$ cat src/pmlr_pkg.sv
package pmlr_pkg;
  // register addresses per PHY
  localparam logic [4:0] MII_BASIC_CTRL = 5'h00;
  localparam logic [4:0] MII_BASIC_STAT = 5'h01;
  localparam logic [4:0] MII_IDENT_HIGH = 5'h02;
  localparam logic [4:0] MII_IDENT_LOW = 5'h03;
  localparam logic [4:0] MII_AN_ADVERT = 5'h04;
  localparam logic [4:0] MII_AN_PARTNER = 5'h05;
  localparam logic [4:0] MII_CABLE_TEST = 5'h1D;
  localparam logic [4:0] MII_SPECIAL = 5'h1F;
  // frame fields
  localparam logic [1:0] MDIO_OP_READ = 2'h2;
  localparam logic [1:0] MDIO_OP_WRITE = 2'h1;
  localparam logic [5:0] MDIO_PRE_LEN = 6'h20;
  localparam logic [3:0] MDIO_HDR_LAST = 4'hC;
  localparam logic [4:0] MDIO_TA_FIRST = 5'h00;
  localparam logic [4:0] MDIO_DATA_LAST = 5'h11;
  // switch offsets
  localparam logic [7:0] SW_GLOBAL13 = 8'h0F;
  localparam logic [7:0] SW_P1_LOOP_CTRL = 8'h1A;
  localparam logic [7:0] SW_P1_AN_CTRL = 8'h1C;
  localparam logic [7:0] SW_P1_PHY_CTRL = 8'h1D;
  localparam logic [7:0] SW_P1_STATUS = 8'h1E;
  localparam logic [7:0] SW_P1_XO_CTRL = 8'h1F;
  localparam logic [7:0] SW_PORT_STRIDE = 8'h10;
  // reset values
  localparam logic [7:0] SW_GLOBAL13_RST = 8'h08;
  localparam logic [7:0] SW_LOOP_CTRL_RST = 8'h00;
  localparam logic [7:0] SW_AN_CTRL_RST = 8'h9F;
  localparam logic [7:0] SW_PHY_CTRL_RST = 8'h00;
  localparam logic [7:0] SW_XO_CTRL_RST = 8'h80;
  // switch-side bit positions
  localparam int PHY_SELECT_ADDRESS_LSB = 3;
  localparam int AN_EN_B = 7;
  localparam int F100_B = 6;
  localparam int FDUP_B = 5;
  localparam int FAR_LB_B = 0;
  localparam int FMDI_B = 1;
  localparam int DIS_MDIX_B = 2;
  localparam int PDOWN_B = 3;
  localparam int DIS_FEF_B = 4;
  localparam int RESTART_B = 5;
  localparam int DIS_TX_B = 6;
  localparam int DIS_LED_B = 7;
  localparam int XO_ALG_B = 7;
  localparam int FEF_STAT_B = 0;
  localparam int NEAR_LB_B = 1;
  // management bit positions
  localparam int BC_FAR_LB = 14;
  localparam int BC_F100 = 13;
  localparam int BC_AN_EN = 12;
  localparam int BC_PDOWN = 11;
  localparam int BC_RESTART = 9;
  localparam int BC_FDUP = 8;
  localparam int BC_XO_ALG = 5;
  localparam int BC_FMDI = 4;
  localparam int BC_DIS_MDIX = 3;
  localparam int BC_DIS_FEF = 2;
  localparam int BC_DIS_TX = 1;
  localparam int BC_DIS_LED = 0;
  localparam int ADV_LSB = 5;
  localparam int ADV_PAUSE = 10;
  localparam int SPC_NEAR_LB = 1;
  localparam logic [4:0] ADV_SELECTOR = 5'h01;
  localparam logic [3:0] STAT_CAPS = 4'hF;
  typedef enum logic [2:0] {
    PMLR_PRE = 3'b001,
    PMLR_HDR = 3'b010,
    PMLR_DATA = 3'b100
  } pmlr_mdio_state_t;
endpackage

$ cat src/pmlr_mdio_frame.sv
`timescale 1ns/100ps
module pmlr_mdio_frame (
  input wire logic core_clk,
  input wire logic sys_rst,
  input wire logic mdc,
  input wire logic mdio_in,
  output logic mdio_out,
  output logic mdio_oe,
  output logic req_pulse,
  output logic req_read,
  output logic [4:0] phy_select_address,
  output logic [4:0] register_select_address,
  input wire logic rd_hit,
  input wire logic [15:0] rd_data,
  output logic wr_pulse,
  output logic [15:0] wr_data
);
  import pmlr_pkg::*;
  pmlr_mdio_state_t state_reg;
  logic mdc_reg;
  logic rise;
  logic [5:0] ones_reg;
  logic [3:0] hcnt_reg;
  logic [4:0] dcnt_reg;
  logic [11:0] hdr_reg;
  logic [12:0] hdr_full;
  logic [15:0] rd_sh_reg;
  logic drive_reg;

  // mdc is slow, so each rise is one core cycle
  assign rise = mdc & ~mdc_reg;
  assign hdr_full = {hdr_reg, mdio_in};

  always_ff @(posedge core_clk or posedge sys_rst)
    if (sys_rst)
      mdc_reg <= 1'b0;
    else
      mdc_reg <= mdc;

  always_ff @(posedge core_clk or posedge sys_rst)
    if (sys_rst)
    begin
      state_reg <= PMLR_PRE;
      ones_reg <= '0;
      hcnt_reg <= '0;
      dcnt_reg <= '0;
      hdr_reg <= '0;
      req_pulse <= 1'b0;
      req_read <= 1'b0;
      phy_select_address <= '0;
      register_select_address <= '0;
    end
    else
    begin
      req_pulse <= 1'b0;
      if (rise)
        case (state_reg)
          PMLR_PRE:
            if (mdio_in)
              ones_reg <= (ones_reg == MDIO_PRE_LEN) ? ones_reg : ones_reg + 6'h01;
            else if (ones_reg == MDIO_PRE_LEN)
            begin
              state_reg <= PMLR_HDR;
              hcnt_reg <= '0;
            end
            else
              ones_reg <= '0;
          PMLR_HDR:
          begin
            hdr_reg <= hdr_full[11:0];
            hcnt_reg <= hcnt_reg + 4'h1;
            if (hcnt_reg == MDIO_HDR_LAST)
            begin
              ones_reg <= '0;
              if (hdr_full[12] && (hdr_full[11:10] == MDIO_OP_READ ||
                  hdr_full[11:10] == MDIO_OP_WRITE))
              begin
                state_reg <= PMLR_DATA;
                dcnt_reg <= '0;
                req_pulse <= 1'b1;
                req_read <= (hdr_full[11:10] == MDIO_OP_READ);
                phy_select_address <= hdr_full[9:5];
                register_select_address <= hdr_full[4:0];
              end
              else
                state_reg <= PMLR_PRE;
            end
          end
          PMLR_DATA:
          begin
            dcnt_reg <= dcnt_reg + 5'h01;
            if (dcnt_reg == MDIO_DATA_LAST)
              state_reg <= PMLR_PRE;
          end
          default:
            state_reg <= PMLR_PRE;
        endcase
    end

  // read: 0 on turnaround bit 2, then 16 bits msb first
  always_ff @(posedge core_clk or posedge sys_rst)
    if (sys_rst)
    begin
      drive_reg <= 1'b0;
      rd_sh_reg <= '0;
      mdio_out <= 1'b0;
      mdio_oe <= 1'b0;
    end
    else if (req_pulse)
    begin
      drive_reg <= req_read & rd_hit;
      rd_sh_reg <= rd_data;
    end
    else if (rise && state_reg == PMLR_DATA && drive_reg)
    begin
      if (dcnt_reg == MDIO_TA_FIRST)
      begin
        mdio_oe <= 1'b1;
        mdio_out <= 1'b0;
      end
      else if (dcnt_reg == MDIO_DATA_LAST)
      begin
        mdio_oe <= 1'b0;
        mdio_out <= 1'b0;
        drive_reg <= 1'b0;
      end
      else
      begin
        mdio_out <= rd_sh_reg[15];
        rd_sh_reg <= {rd_sh_reg[14:0], 1'b0};
      end
    end

  always_ff @(posedge core_clk or posedge sys_rst)
    if (sys_rst)
    begin
      wr_data <= '0;
      wr_pulse <= 1'b0;
    end
    else
    begin
      wr_pulse <= 1'b0;
      if (rise && state_reg == PMLR_DATA && !req_read && dcnt_reg > 5'h01)
      begin
        wr_data <= {wr_data[14:0], mdio_in};
        wr_pulse <= (dcnt_reg == MDIO_DATA_LAST);
      end
    end
endmodule // pmlr_mdio_frame

$ cat src/pmlr_loop_path.sv
`timescale 1ns/100ps
module pmlr_loop_path #(
  parameter int SYM_W = 5
) (
  input wire logic core_clk,
  input wire logic sys_rst,
  input wire logic [2*SYM_W-1:0] pma_rx_sym,
  input wire logic [2*SYM_W-1:0] mac_tx_sym,
  input wire logic [1:0] near_loop_en,
  input wire logic [1:0] far_loop_en,
  input wire logic [1:0] tx_disable,
  output logic [2*SYM_W-1:0] pma_tx_sym,
  output logic [2*SYM_W-1:0] mac_rx_sym
);
  logic [2*SYM_W-1:0] wrap_reg;

  for (genvar p = 0; p < 2; p++)
  begin : g_path
    localparam int Q = 1 - p;
    // slice Q: port p's receive data turned at PHY Q
    always_ff @(posedge core_clk or posedge sys_rst)
      if (sys_rst)
      begin
        wrap_reg[Q*SYM_W +: SYM_W] <= '0;
        mac_rx_sym[p*SYM_W +: SYM_W] <= '0;
      end
      else
      begin
        wrap_reg[Q*SYM_W +: SYM_W] <= pma_rx_sym[p*SYM_W +: SYM_W];
        mac_rx_sym[p*SYM_W +: SYM_W] <= pma_rx_sym[p*SYM_W +: SYM_W];
      end

    always_ff @(posedge core_clk or posedge sys_rst)
      if (sys_rst)
        pma_tx_sym[p*SYM_W +: SYM_W] <= '0;
      else if (tx_disable[p])
        pma_tx_sym[p*SYM_W +: SYM_W] <= '0;
      else if (near_loop_en[p])
        pma_tx_sym[p*SYM_W +: SYM_W] <= pma_rx_sym[p*SYM_W +: SYM_W];
      else if (far_loop_en[Q])
        pma_tx_sym[p*SYM_W +: SYM_W] <= wrap_reg[Q*SYM_W +: SYM_W];
      else
        pma_tx_sym[p*SYM_W +: SYM_W] <= mac_tx_sym[p*SYM_W +: SYM_W];
  end
endmodule // pmlr_loop_path

$ cat src/pmlr_top.sv
// What this block does
// station sets both ports to 100 Mbps copper before any loopback
// far-end loopback returns port data via other PHY's medium layers
// switch regs 29 and 45 bit 0 enable far-end loopback ports 1, 2
// control bit 14 wraps opposite port's traffic at this PHY
// near-end loopback wraps receive back to same port's transmitter
// near-end loopback via switch regs 26/42 bit 1 or register 31 bit 1
// PHYs answer at management addresses 1 and 2 by default
// global switch register 15 bits 7..3 reprogram the PHY addresses
// only register addresses 0-5, 29 and 31 exist per PHY
// switch-side map also reaches the PHY bits
// bit 12 autonegotiation, reset 1; bits 13 and 8 force speed, duplex
// writing 1 to bit 9 restarts autonegotiation, resets 0
// bit 5 chooses crossover algorithm, 1 is default and reset
// bit 4 forces straight-through, transmitting on receive pair
// bit 3 disables automatic crossover, reset 0
// bit 2 suppresses far-end fault detection, reset 0
// bit 1 disables the PHY transmitter, reset 0
// both access paths share one storage bit
// unsupported addresses and bits read zero, writes ignored; code leaves unsupported addresses undriven, so they read all ones
// bit 11 powers down, bit 0 disables indicators, both reset 0
`timescale 1ns/100ps
module pmlr_top #(
  parameter int SYM_W = 5,
  parameter logic [15:0] PHY_IDENT_HIGH = 16'h0A5A, // arbitrary value
  parameter logic [15:0] PHY_IDENT_LOW = 16'hC3C0 // arbitrary value
) (
  input wire logic core_clk,
  input wire logic sys_rst,
  input wire logic mdc,
  input wire logic mdio_in,
  output logic mdio_out,
  output logic mdio_oe,
  input wire logic sw_wr_en,
  input wire logic sw_rd_en,
  input wire logic [7:0] sw_addr,
  input wire logic [7:0] sw_wr_data,
  output logic [7:0] sw_rd_data,
  output logic sw_rd_valid,
  input wire logic [1:0] link_up,
  input wire logic [1:0] autoneg_complete,
  input wire logic [1:0] far_fault_detected,
  input wire logic [9:0] partner_ability,
  input wire logic [2*SYM_W-1:0] pma_rx_sym,
  input wire logic [2*SYM_W-1:0] mac_tx_sym,
  output logic [2*SYM_W-1:0] pma_tx_sym,
  output logic [2*SYM_W-1:0] mac_rx_sym,
  output logic [1:0] autoneg_enable,
  output logic [1:0] autoneg_restart,
  output logic [1:0] force_speed_100,
  output logic [1:0] force_full_duplex,
  output logic [1:0] power_down,
  output logic [1:0] crossover_algorithm_select,
  output logic [1:0] force_straight_through,
  output logic [1:0] crossover_disable,
  output logic [1:0] far_fault_detect_disable,
  output logic [1:0] tx_disable,
  output logic [1:0] led_disable,
  output logic [9:0] advertise_ability,
  output logic [1:0] far_loop_en,
  output logic [1:0] near_loop_en
);
  import pmlr_pkg::*;

  logic req_pulse;
  logic req_read;
  logic [4:0] phy_select_address;
  logic [4:0] register_select_address;
  logic wr_pulse;
  logic [15:0] wr_data;
  logic rd_hit;
  logic [15:0] rd_data;
  logic [7:0] global13_reg;
  logic [4:0] phy_base;
  logic [4:0] phy_addr [2];
  logic [1:0] phy_hit;
  logic reg_known;
  logic [7:0] loop_ctrl [2];
  logic [7:0] an_ctrl [2];
  logic [7:0] phy_ctrl [2];
  logic [7:0] xo_ctrl [2];
  logic [15:0] mii_rd [2];
  logic [7:0] sw_rd_next;

  pmlr_mdio_frame u_frame (
    .core_clk(core_clk),
    .sys_rst(sys_rst),
    .mdc(mdc),
    .mdio_in(mdio_in),
    .mdio_out(mdio_out),
    .mdio_oe(mdio_oe),
    .req_pulse(req_pulse),
    .req_read(req_read),
    .phy_select_address(phy_select_address),
    .register_select_address(register_select_address),
    .rd_hit(rd_hit),
    .rd_data(rd_data),
    .wr_pulse(wr_pulse),
    .wr_data(wr_data)
  );

  // plain storage but for the address field
  always_ff @(posedge core_clk or posedge sys_rst)
    if (sys_rst)
      global13_reg <= SW_GLOBAL13_RST;
    else if (sw_wr_en && sw_addr == SW_GLOBAL13)
      global13_reg <= sw_wr_data;

  // second PHY at next address; reset field gives 1 and 2
  assign phy_base = global13_reg[PHY_SELECT_ADDRESS_LSB +: 5];
  assign phy_addr[0] = phy_base;
  assign phy_addr[1] = phy_base + 5'h01;

  always_comb
  begin
    reg_known = 1'b0;
    case (register_select_address)
      MII_BASIC_CTRL, MII_BASIC_STAT, MII_IDENT_HIGH, MII_IDENT_LOW,
      MII_AN_ADVERT, MII_AN_PARTNER, MII_CABLE_TEST, MII_SPECIAL:
        reg_known = 1'b1;
      default:
        reg_known = 1'b0;
    endcase
  end

  for (genvar p = 0; p < 2; p++)
  begin : g_port
    localparam logic [7:0] OFS = (p == 0) ? 8'h00 : SW_PORT_STRIDE;
    logic [7:0] loop_ctrl_reg;
    logic [7:0] an_ctrl_reg;
    logic [7:0] phy_ctrl_reg;
    logic [7:0] xo_ctrl_reg;
    logic mii_wr;

    assign phy_hit[p] = (phy_select_address == phy_addr[p]);
    assign mii_wr = wr_pulse & phy_hit[p] & reg_known;

    // switch write wins a same-cycle clash
    always_ff @(posedge core_clk or posedge sys_rst)
      if (sys_rst)
        loop_ctrl_reg <= SW_LOOP_CTRL_RST;
      else if (sw_wr_en && sw_addr == SW_P1_LOOP_CTRL + OFS)
        loop_ctrl_reg <= sw_wr_data;
      else if (mii_wr && register_select_address == MII_SPECIAL)
        loop_ctrl_reg[NEAR_LB_B] <= wr_data[SPC_NEAR_LB];

    always_ff @(posedge core_clk or posedge sys_rst)
      if (sys_rst)
        an_ctrl_reg <= SW_AN_CTRL_RST;
      else if (sw_wr_en && sw_addr == SW_P1_AN_CTRL + OFS)
        an_ctrl_reg <= sw_wr_data;
      else if (mii_wr && register_select_address == MII_BASIC_CTRL)
      begin
        an_ctrl_reg[AN_EN_B] <= wr_data[BC_AN_EN];
        an_ctrl_reg[F100_B] <= wr_data[BC_F100];
        an_ctrl_reg[FDUP_B] <= wr_data[BC_FDUP];
      end
      else if (mii_wr && register_select_address == MII_AN_ADVERT)
        an_ctrl_reg[4:0] <= {wr_data[ADV_PAUSE], wr_data[ADV_LSB +: 4]};

    // restart self-clears; a new set beats the clear
    always_ff @(posedge core_clk or posedge sys_rst)
      if (sys_rst)
        phy_ctrl_reg <= SW_PHY_CTRL_RST;
      else if (sw_wr_en && sw_addr == SW_P1_PHY_CTRL + OFS)
        phy_ctrl_reg <= sw_wr_data;
      else if (mii_wr && register_select_address == MII_BASIC_CTRL)
      begin
        phy_ctrl_reg[FAR_LB_B] <= wr_data[BC_FAR_LB];
        phy_ctrl_reg[FMDI_B] <= wr_data[BC_FMDI];
        phy_ctrl_reg[DIS_MDIX_B] <= wr_data[BC_DIS_MDIX];
        phy_ctrl_reg[PDOWN_B] <= wr_data[BC_PDOWN];
        phy_ctrl_reg[DIS_FEF_B] <= wr_data[BC_DIS_FEF];
        phy_ctrl_reg[RESTART_B] <= wr_data[BC_RESTART];
        phy_ctrl_reg[DIS_TX_B] <= wr_data[BC_DIS_TX];
        phy_ctrl_reg[DIS_LED_B] <= wr_data[BC_DIS_LED];
      end
      else if (phy_ctrl_reg[RESTART_B])
        phy_ctrl_reg[RESTART_B] <= 1'b0;

    always_ff @(posedge core_clk or posedge sys_rst)
      if (sys_rst)
        xo_ctrl_reg <= SW_XO_CTRL_RST;
      else if (sw_wr_en && sw_addr == SW_P1_XO_CTRL + OFS)
        xo_ctrl_reg <= sw_wr_data;
      else if (mii_wr && register_select_address == MII_BASIC_CTRL)
        xo_ctrl_reg[XO_ALG_B] <= wr_data[BC_XO_ALG];

    assign loop_ctrl[p] = loop_ctrl_reg;
    assign an_ctrl[p] = an_ctrl_reg;
    assign phy_ctrl[p] = phy_ctrl_reg;
    assign xo_ctrl[p] = xo_ctrl_reg;

    // unsupported fields read as zero
    always_comb
    begin
      mii_rd[p] = '0;
      case (register_select_address)
        MII_BASIC_CTRL:
        begin
          mii_rd[p][BC_FAR_LB] = phy_ctrl_reg[FAR_LB_B];
          mii_rd[p][BC_F100] = an_ctrl_reg[F100_B];
          mii_rd[p][BC_AN_EN] = an_ctrl_reg[AN_EN_B];
          mii_rd[p][BC_PDOWN] = phy_ctrl_reg[PDOWN_B];
          mii_rd[p][BC_RESTART] = phy_ctrl_reg[RESTART_B];
          mii_rd[p][BC_FDUP] = an_ctrl_reg[FDUP_B];
          mii_rd[p][BC_XO_ALG] = xo_ctrl_reg[XO_ALG_B];
          mii_rd[p][BC_FMDI] = phy_ctrl_reg[FMDI_B];
          mii_rd[p][BC_DIS_MDIX] = phy_ctrl_reg[DIS_MDIX_B];
          mii_rd[p][BC_DIS_FEF] = phy_ctrl_reg[DIS_FEF_B];
          mii_rd[p][BC_DIS_TX] = phy_ctrl_reg[DIS_TX_B];
          mii_rd[p][BC_DIS_LED] = phy_ctrl_reg[DIS_LED_B];
        end
        MII_BASIC_STAT:
          mii_rd[p] = {1'b0, STAT_CAPS, 5'h00, autoneg_complete[p],
                       far_fault_detected[p], 1'b1, link_up[p], 2'h0};
        MII_IDENT_HIGH:
          mii_rd[p] = PHY_IDENT_HIGH;
        MII_IDENT_LOW:
          mii_rd[p] = PHY_IDENT_LOW;
        MII_AN_ADVERT:
          mii_rd[p] = {5'h00, an_ctrl_reg[4], 1'b0, an_ctrl_reg[3:0], ADV_SELECTOR};
        MII_AN_PARTNER:
          mii_rd[p] = {5'h00, partner_ability[p*5+4], 1'b0,
                       partner_ability[p*5 +: 4], 5'h00};
        MII_SPECIAL:
          mii_rd[p][SPC_NEAR_LB] = loop_ctrl_reg[NEAR_LB_B];
        default:
          mii_rd[p] = '0;
      endcase
    end

    assign autoneg_enable[p] = an_ctrl_reg[AN_EN_B];
    assign force_speed_100[p] = an_ctrl_reg[F100_B];
    assign force_full_duplex[p] = an_ctrl_reg[FDUP_B];
    assign advertise_ability[p*5 +: 5] = an_ctrl_reg[4:0];
    assign autoneg_restart[p] = phy_ctrl_reg[RESTART_B];
    assign power_down[p] = phy_ctrl_reg[PDOWN_B];
    assign led_disable[p] = phy_ctrl_reg[DIS_LED_B];
    assign crossover_algorithm_select[p] = xo_ctrl_reg[XO_ALG_B];
    assign force_straight_through[p] = phy_ctrl_reg[FMDI_B];
    assign crossover_disable[p] = phy_ctrl_reg[DIS_MDIX_B];
    assign far_fault_detect_disable[p] = phy_ctrl_reg[DIS_FEF_B];
    assign tx_disable[p] = phy_ctrl_reg[DIS_TX_B];
    // loopback assumes the station set 100 Mbps
    assign far_loop_en[p] = phy_ctrl_reg[FAR_LB_B];
    assign near_loop_en[p] = loop_ctrl_reg[NEAR_LB_B];
  end

  // phy 1 wins if the two addresses ever coincide
  assign rd_hit = (phy_hit[0] | phy_hit[1]) & reg_known;
  assign rd_data = phy_hit[0] ? mii_rd[0] : mii_rd[1];

  always_comb
  begin
    sw_rd_next = '0;
    case (sw_addr)
      SW_GLOBAL13:
        sw_rd_next = global13_reg;
      SW_P1_LOOP_CTRL:
        sw_rd_next = loop_ctrl[0];
      SW_P1_AN_CTRL:
        sw_rd_next = an_ctrl[0];
      SW_P1_PHY_CTRL:
        sw_rd_next = phy_ctrl[0];
      SW_P1_STATUS:
        sw_rd_next = {1'b0, autoneg_complete[0], link_up[0], partner_ability[4:0]};
      SW_P1_XO_CTRL:
        sw_rd_next = {xo_ctrl[0][7:1], far_fault_detected[0]};
      SW_P1_LOOP_CTRL + SW_PORT_STRIDE:
        sw_rd_next = loop_ctrl[1];
      SW_P1_AN_CTRL + SW_PORT_STRIDE:
        sw_rd_next = an_ctrl[1];
      SW_P1_PHY_CTRL + SW_PORT_STRIDE:
        sw_rd_next = phy_ctrl[1];
      SW_P1_STATUS + SW_PORT_STRIDE:
        sw_rd_next = {1'b0, autoneg_complete[1], link_up[1], partner_ability[9:5]};
      SW_P1_XO_CTRL + SW_PORT_STRIDE:
        sw_rd_next = {xo_ctrl[1][7:1], far_fault_detected[1]};
      default:
        sw_rd_next = '0;
    endcase
  end

  always_ff @(posedge core_clk or posedge sys_rst)
    if (sys_rst)
    begin
      sw_rd_data <= '0;
      sw_rd_valid <= 1'b0;
    end
    else
    begin
      sw_rd_valid <= sw_rd_en;
      if (sw_rd_en)
        sw_rd_data <= sw_rd_next;
    end

  pmlr_loop_path #(
    .SYM_W(SYM_W)
  ) u_loop (
    .core_clk(core_clk),
    .sys_rst(sys_rst),
    .pma_rx_sym(pma_rx_sym),
    .mac_tx_sym(mac_tx_sym),
    .near_loop_en(near_loop_en),
    .far_loop_en(far_loop_en),
    .tx_disable(tx_disable),
    .pma_tx_sym(pma_tx_sym),
    .mac_rx_sym(mac_rx_sym)
  );
endmodule // pmlr_top

$ cat config.mk
export PLATFORM = sky130hd
export DESIGN_NAME = pmlr_top
export DESIGN_NICKNAME = d
export VERILOG_FILES = /design/src/pmlr_pkg.sv /design/src/pmlr_mdio_frame.sv /design/src/pmlr_loop_path.sv /design/src/pmlr_top.sv
export SDC_FILE = /design/constraint.sdc
export NUM_CORES = 1
export LEC_CHECK = 0
export BUFFER_PORTS_ARGS = -buffer_cell sky130_fd_sc_hd__buf_2
export CAP_MARGIN = 20
export CELL_PAD_IN_SITES_DETAIL_PLACEMENT = 0
export CELL_PAD_IN_SITES_GLOBAL_PLACEMENT = 1
export CORE_MARGIN = 4
export CORE_UTILIZATION = 40
export DETAILED_ROUTE_END_ITERATION = 7
export GPL_ROUTABILITY_DRIVEN = 0
export GPL_TIMING_DRIVEN = 0
export PLACE_DENSITY_LB_ADDON = 0.1
export RECOVER_POWER = 25
export SLEW_MARGIN = 20
export SYNTH_ARGS = -nofsm -noshare
export SYNTH_HDL_FRONTEND = slang
export SYNTH_SLANG_ARGS = --single-unit
$ cat constraint.sdc
create_clock -name core_clk -period 6.05 [get_ports core_clk]
set_clock_uncertainty 0.2 [all_clocks]
set_input_delay 0.3025 -clock core_clk [delete_from_list [all_inputs] [get_ports core_clk]]
set_output_delay 0.3025 -clock core_clk [all_outputs]
set_load 0.05 [all_outputs]
After elaboration in Yosys (flattened, before gate mapping)
Memories as Yosys holds them, arrays and structs flattened.
Index checks and enable logic that the tools add are counted.
{ "op_classes": {"eq_ne": 37, "order_cmp": 1, "add_sub_neg": 4, "reduce_logical": 51, "n_bitwise": 10, "muxes": 80} }
{ "ops": {"columns": ["operator", "count"], "rows": [
  ["$pmux 8 s11", 1],
  ["$mux 5", 14],
  ["$mux 16", 4],
  ["$eq 8x5->1 const B", 5],
  ["$eq 8x6->1 const B", 5],
  ["$pmux 4 s5", 2],
  ["$mux 8", 4],
  ["$pmux 4 s4", 2],
  ["$reduce_bool 2->1", 15],
  ["$mux 6", 4],
  ["$mux 1", 23],
  ["$mux 3", 7],
  ["$logic_and 1x1->1", 20],
  ["$pmux 2 s5", 2],
  ["$pmux 2 s4", 2],
  ["$reduce_and 4->1", 4],
  ["$mux 15", 1],
  ["$ne 2x1->1 const B", 6],
  ["$pmux 6 s2", 1],
  ["$add 5x1->5 const B", 2],
  ["$eq 5x2->1 const B", 2],
  ["$eq 5x3->1 const B", 2],
  ["$eq 5x5->1", 2],
  ["$eq 5x5->1 const B", 2],
  ["29 further kinds", 51]
]} }
{ "totals": {"output_inout_bits": 67, "mem_count": 1, "elab_cells": 223, "inputBits": 58, "ff_bits": 179, "romBits": 32} }
{ "mem_list": {"columns": ["memory", "words", "width", "rd", "rd_ports_with_merged_regs", "wr", "line_no", "source"], "rows": [
  ["(no name shown)", 32, 1, 1, 0, 0, "pmlr_top.sv:117", "case (register_select_address)"]
]} }

Longest topological paths before layout
Gate-level depths: netlist (run 1).
{ "logic_depth": {"word_depth": 8, "ltp_mapped": 9, "depth_no_buf": 8} }

Modules after synthesis
From an unflattened synthesis (run 1), not the netlist that was laid out.
{ "unflattened": {"cells_unflattened": 909, "area_unflattened_um2": 9610.5} }
{ "by_module_without_submodules": {"columns": ["mod", "area_per_inst_um2", "cells_per_inst", "instances", "seq_area_each_um2"], "rows": [
  ["pmlr_top", 5153.7, 527, 1, 1995.7],
  ["pmlr_mdio_frame", 3684.8, 327, 1, 1978.1],
  ["pmlr_loop_path", 772.0, 55, 1, 500.5]
]} }

Least setup slack after synthesis (run 1)
OpenSTA, ideal clock, no wires.
{ "synth_timing": {"path_kind": "register -> register", "start": "register global13_reg[3]", "end": "register g_port[1].loop_ctrl_reg[1]", "path_stages_with_launch": 9, "arrival_time_ps": 2020, "required_time_ps": 5768, "period_less_slack_ps": 2302, "setup_ps": 82, "slack_ps": 3748, "path_buffers": 2, "cell_sequence": "dfstp_2 > ha_1 > xor2_1 > a211oi_1 > and2_1 > buf_2 > buf_2 > nand4_1 > a31oi_1"} }
{ "synth_between": {"elab_chain_cells": 6} }
{ "synth_lines": {"columns": ["element", "line_no", "source"], "rows": [
  ["from (decl)", "pmlr_top.sv:73", "logic [7:0] global13_reg;"],
  ["from (signal assigned)", "pmlr_top.sv:107", "global13_reg <= sw_wr_data;"],
  ["$add 5x1->5", "pmlr_top.sv:112", "assign phy_addr[1] = phy_base + 5'h01;"],
  ["$eq 5x5->1", "pmlr_top.sv:135", "assign phy_hit[p] = (phy_select_address == phy_addr[p]);"],
  ["$and 1x1->1 (2 in a row)", "pmlr_top.sv:136", "assign mii_wr = wr_pulse & phy_hit[p] & reg_known;"],
  ["$logic_and 1x1->1", "pmlr_top.sv:144", "else if (mii_wr && register_select_address == MII_SPECIAL)"],
  ["$reduce_bool 2->1 (no line)", null, null],
  ["to (signal assigned)", "pmlr_top.sv:143", "loop_ctrl_reg <= sw_wr_data;"],
  ["to (signal, indexed assignment)", "pmlr_top.sv:145", "loop_ctrl_reg[NEAR_LB_B] <= wr_data[SPC_NEAR_LB];"],
  ["to (decl)", "pmlr_top.sv:129", "logic [7:0] loop_ctrl_reg;"]
]} }
Every way passes these cells.
A chain may end at the register's enable or synchronous reset.

==> impl_metrics.csv, run 1 <==
group,metric,value,unit
clock_network,cts_resized,0,
synthesis,synth_fa_ha_area_frac,0.0118,
clock_network,cts_tree,"yes",
synthesis,synth_nets,1047,
synthesis,synth_xor_area_frac,0.0138,
critical_path,worst_r2r_path_depth,5,
detailed_routing,ant_nets,0,
synthesis,synth_area_leaders,"dfrtp_1, mux2i_1, mux2_2, nand2_1, dfstp_2",
timing,tightest_slew,3780,ps
clock_network,cts_buffers,17,
synthesis,synth_seq_cells,177,
critical_path,end_kind,"asynchronous set/reset pin",
critical_path,r2r-start,"u_frame.state_reg[1]",
timing,final_max_slew_viol_count,83,
final_layout,layout-drive-gt1-share,0.216,
pwr,leakage,5.23,nW
timing,worst_hold_slack,22.4,ps
synthesis,synth_warnings,0,
floorplan,die-height,162,µm
critical_path,rrSetupSlack,2990,ps
place,port_buffers,116,
detailed_routing,drt_iter0_drc,644,
synthesis,avgSynthCellArea,9.70,µm²
pwr,vdd_ir_drop_max,0.000171,V
synthesis,synth_top_area_cell,"dfrtp_1",
global_route,grt.overflow.total,0,
final_layout,synthToLayoutAreaGrowth,18.3,%
floorplan,io_pins,125,
final_layout,utilization,0.480,
place,dp.cells,1416,
synthesis,synth-main-ff-cell,"dfrtp_1",
critical_path,critical_path_arrival,3120,ps
clock_network,cts-root-buf,"clkbuf_16",
detailed_routing,wl_per_cell,21.9,µm
synthesis,synth_compound_area_frac,0.138,
final_layout,n_antenna_cell,0,
detailed_routing,drt_first_pass_iters,6,
clock_network,cts.sinks,177,
global_route,grt_pass1_wl,49000,µm
timing,clock.fmax,292,MHz
pwr,cellPowerDensity,240,nW/µm²
global_route,grt_use_total,0.244,
floorplan,design.core.area,23400,µm²
detailed_routing,vias,8310,
floorplan,die_width,162,µm
final_layout,finalInstanceArea,11200,µm²
global_route,antenna_found_initial,0,
synthesis,synthSimpleGateAreaFrac,0.188,
final_layout,layout_common_cells,"dfrtp_1, nand2_1, buf_2, nor2_1, mux2i_1",
final_layout,fin_cells,1464,
synthesis,synth.area.mux_share,0.135,
clock_network,postCtsHoldBufs,16,
synthesis,async_flop_share,1.00,
timing,min_period_over_period,0.565,
clock_network,cts.path.max_buffers,2,
hold_path,hp-class,"in -> reg",
critical_path,worstPathMaxFanout,83,
global_route,first_global_vias,7943,
synthesis,postSynthCellCount,980,
hold_path,holdPathEnd,"u_loop.pma_tx_sym[2]",
floorplan,start_util,0.406,
floorplan,die_area,26300,µm²
global_route,grt_max_degree,96,
final_layout,final_common_cell,"dfrtp_1",
clock_network,clock_latency,440,ps
synthesis,yosysSeqAreaShare,0.468,
clock_network,cts.clk_slew.worst_paths,80,ps
timing,hold_violations,0,
timing,setup_violations,0,
synthesis,ys_types,72,
detailed_routing,viasPerCell,5.68,
timing,period_minus_slack,3420,ps
hold_path,whs_path_depth,5,
synthesis,syn_area,9510,µm²
critical_path,path_class,"in -> async",
hold_path,hp-start,"mac_tx_sym[2]",
detailed_routing,drc_errors,0,
synthesis,synth_top_family_by_area,"simple AND/OR/NAND/NOR gates",
detailed_routing,drt-total-wl,32100,µm
place,hpwl,23500,µm
outcome,violations,"max-capacitance violations, max-slew violations",
clock_network,htreeDepth,4,
final_layout,nNetsFinal,1199,
run,cap_viol_max_count,1,
critical_path,cp.required,5750,ps
timing,slew_headroom,-1.53,
clock_network,post-cts-setup-buffers,0,
floorplan,rows,56,
critical_path,crit_path_start_kind,"input port",
place,placed_cell_area,10500,µm²
outcome,status,"finished with violations",
synthesis,synth_edf_count,0,
timing,rsz0062_at_grt,"no",
critical_path,r2r_end,"u_frame.wr_data[8]",
synthesis,synth_top_cell_area_share,0.424,
## metrics by stage
stage	TNS, ps	worst slack [ps]	power (mW)
global route	0	1960	2.79
floorplan	0	772	1.47
global placement	-260910	-1640	1.58
detailed placement	0	3050	1.59
CTS	0	3020	2.71
finish	0	2630	2.69
## cell families after synthesis
group	after synthesis
xor gates and xnor gates	15
and+or+nand+nor	356
AOI/OAI and AO/OA	209
DFF	177
muxes	118
adders and majority gates	9
buffers and inverters	96
## worst max path at each step
stage	startpoint	endpoint	slack (ps)	cells after the start
6_report	sys_rst	u_frame.wr_data[10]	2630	3
5_1_grt	sys_rst	u_frame.phy_select_address[4]	1960	3
4_1_cts	mdc	u_frame.wr_data[8]	3020	7
3_5_place_dp	u_frame.state_reg[1]	u_frame.wr_data[3]	3050	5
3_3_place_gp	sys_rst	u_loop.mac_rx_sym[5]	-1640	2
2_1_floorplan	sys_rst	g_port[0].an_ctrl_reg[5]	770	1
## cell type report
type	count	area (µm²)
Buffer	72	338
Clock inverter	15	163
Inverter	24	91.3
Sequential cell	177	4450
Clock buffer	17	425
Multi-Input combinational cell	707	4630
Timing Repair Buffer	133	747
Fill cell	2345	12200
Tap cell	319	399
## cells in the mapped netlist, types with 11 or more instances
cell,instances
nand4_1,25
clkbuf_1,35
a21oi_1,49
nor2_1,85
dfrtp_1,161
buf_1,11
o21ai_0,57
buf_2,14
inv_1,23
a31oi_1,21
dfstp_2,16
nor2b_1,11
nand3_1,37
nand2_1,123
o22ai_1,16
mux2_2,48
nor3_1,12
mux2i_1,67
## layer usage
layer | global-route usage | share of wire | up-vias
met5 | 0 | 0 | -
met4 | 0.0780 | 0.026 | 0
li1 | - | - | 3828
met3 | 0.0573 | 0.080 | 54
met1 | 0.357 | 0.46 | 4073
met2 | 0.359 | 0.43 | 355
## power breakdown
group	internal, mW	switching, mW	total (mW)
clock	0.556	0.563	1.12
combinational	0.100	0.216	0.317
sequential	1.22	0.0390	1.26
total	1.88	0.818	2.69
## worst max-delay path, stage by stage
cell           delay, ps
dlygate4sd3_1        530
buf_2                120
clkinvlp_2          2100
No activity file was read; power rests on OpenSTA's default activity.
==> run 2: changes to the inputs <==
==> constraint.sdc (replaced) <==
create_clock -name core_clk -period 2.9 [get_ports core_clk]
set_clock_uncertainty 0.2 [all_clocks]
set_input_delay 0.145 -clock core_clk [delete_from_list [all_inputs] [get_ports core_clk]]
set_output_delay 0.145 -clock core_clk [all_outputs]
set_load 0.05 [all_outputs]
==> run 2 against run 1 <==
Compared with the run above: the flow now finishes without violations; non-clock buffer count grew 18; register-to-register slack worse by 2900 ps; cell count grew 1.2%; die area is the same.
==> impl_metrics.csv, run 2 (same netlist as run 1, synthesis figures left out) <==
group,metric,value,unit
timing,rsz0062_at_grt,"no",
detailed_routing,drt_first_pass_iters,6,
timing,min_period_over_period,0.973,
clock_network,cts_tree,"yes",
global_route,antenna_found_initial,0,
pwr,vdd_ir_drop_max,0.000333,V
run,cap_viol_max_count,0,
pwr,clkPwrFrac,0.426,
final_layout,layout_common_cells,"dfrtp_1, nand2_1, buf_2, nor2_1, mux2i_1",
pwr,power.switching,1.66,mW
pwr,switching_share,0.290,
pwr,comb_power_share,0.118,
critical_path,critical_path_arrival,2980,ps
detailed_routing,ant_nets,0,
global_route,grt_max_degree,34,
critical_path,worstPathMaxFanout,10,
clock_network,cts.sinks,177,
critical_path,crit_path_start_kind,"register",
floorplan,die_width,162,µm
pwr,cellPowerDensity,501,nW/µm²
floorplan,rows,56,
timing,clock.fmax,355,MHz
clock_network,cts_buffers,17,
clock_network,cts.clk_slew.worst_paths,80,ps
final_layout,n_antenna_cell,0,
timing,fin_tns_setup,0,ps
timing,period_minus_slack,2820,ps
clock_network,cts-root-buf,"clkbuf_16",
place,post-place-ws,-134,ps
detailed_routing,drt-total-wl,32200,µm
floorplan,die_area,26300,µm²
floorplan,start_util,0.406,
outcome,status,"finished clean",
detailed_routing,viasPerCell,5.61,
detailed_routing,wl_per_cell,21.7,µm
global_route,first_global_vias,7915,
final_layout,nNetsFinal,1217,
pwr,leakage,5.33,nW
critical_path,end_kind,"register",
global_route,grt_use_total,0.245,
detailed_routing,vias,8311,
timing,setup_violations,0,
floorplan,die-height,162,µm
floorplan,design.core.area,23400,µm²
timing,final_max_slew_viol_count,0,
place,hpwl,23600,µm
clock_network,htreeDepth,4,
final_layout,synthToLayoutAreaGrowth,20.7,%
final_layout,layout-drive-gt1-share,0.217,
final_layout,final_common_cell,"dfrtp_1",
pwr,p_seq_frac,0.457,
timing,hold_violations,0,
clock_network,cts.path.max_buffers,2,
critical_path,path_class,"reg -> reg",
detailed_routing,drc_errors,0,
pwr,p_int,4.09,mW
global_route,grt_pass1_wl,49100,µm
timing,slew_headroom,0.166,
critical_path,cp.required,3060,ps
hold_path,hp-class,"in -> reg",
clock_network,clock_latency,440,ps
place,port_buffers,116,
floorplan,io_pins,125,
detailed_routing,drt_iter0_drc,835,
global_route,grt.overflow.total,0,
timing,tightest_slew,1240,ps
timing,setup_ws,79.4,ps
run 2: power by group through the flow:
stage | logic (mW) | registers (mW) | clock network [mW]
global route | 0.736 | 2.63 | 2.60
detailed placement | 0.652 | 2.67 | 0
global placement | 0.633 | 2.67 | 0
floorplan | 0.319 | 2.74 | 0
finish | 0.676 | 2.63 | 2.45
CTS | 0.685 | 2.62 | 2.50
run 2: area by class of cell:
class / count / area (µm²)
fillers: 2341 / 11900
multi-input cells: 707 / 4650
flip-flops and latches: 177 / 4450
repair buffers: 151 / 930
clock buffers: 17 / 425
well taps: 319 / 399
plain buffers: 72 / 338
clock inverters: 15 / 191
inverters: 24 / 91.3
run 2: path summary, 6_finish.rpt:
| path | startpoint | to | slack [ps] | cells after the start |
|---|---|---|---|---|
| worst max-delay path | global13_reg[4] | g_port[1].loop_ctrl_reg[1] | 80 | 8 |
| worst min-delay path | sw_wr_data[7] | g_port[1].loop_ctrl_reg[7] | 10 | 3 |
| worst max register to register | global13_reg[4] | g_port[1].loop_ctrl_reg[1] | 80 | 8 |
| worst min register to register | u_frame.ones_reg[5] | u_frame.ones_reg[5] | 270 | 1 |
| max in group asynchronous | sys_rst | g_port[0].xo_ctrl_reg[7] | 400 | 6 |
| min in group asynchronous | sys_rst | u_frame.dcnt_reg[2] | 300 | 3 |
run 2: repair_timing:
action | CTS | global route
endpoints found under the setup margin | 10 | 19
resized for setup | 1 | 2
endpoints found under the hold margin | 73 | 0
setup buffers | 0 | 0
hold buffers | 30 | 0
run 2: metrics by stage:
stage          power [mW]  instances  area [µm²]  utilization  hold slack (ps)
2_1_floorplan        3.06        980        9510            -            -23.6
3_3_place_gp         3.30       1415       10500        0.448             67.3
3_5_place_dp         3.32       1420       10600        0.452             68.1
4_1_cts              5.80       1482       11500        0.492            0.641
5_1_grt              5.96       1482       11500        0.490             11.6
6_report             5.75       1482       11500        0.490             13.7
run 2: metal layers:
metal | track usage | wire [µm]
met2 | 0.363 | 14200
met4 | 0.0584 | 664
met5 | 0 | 0
met3 | 0.0513 | 2430
met1 | 0.370 | 14900
run 2: worst max-delay path, cell delays in order, from the launching register on:
cell      delay, ps
dfrtp_1         540
ha_1            310
xor2_1          140
a211oi_1        460
and2_1          190
buf_2           210
buf_2           280
nand4_1         170
a31oi_1         220
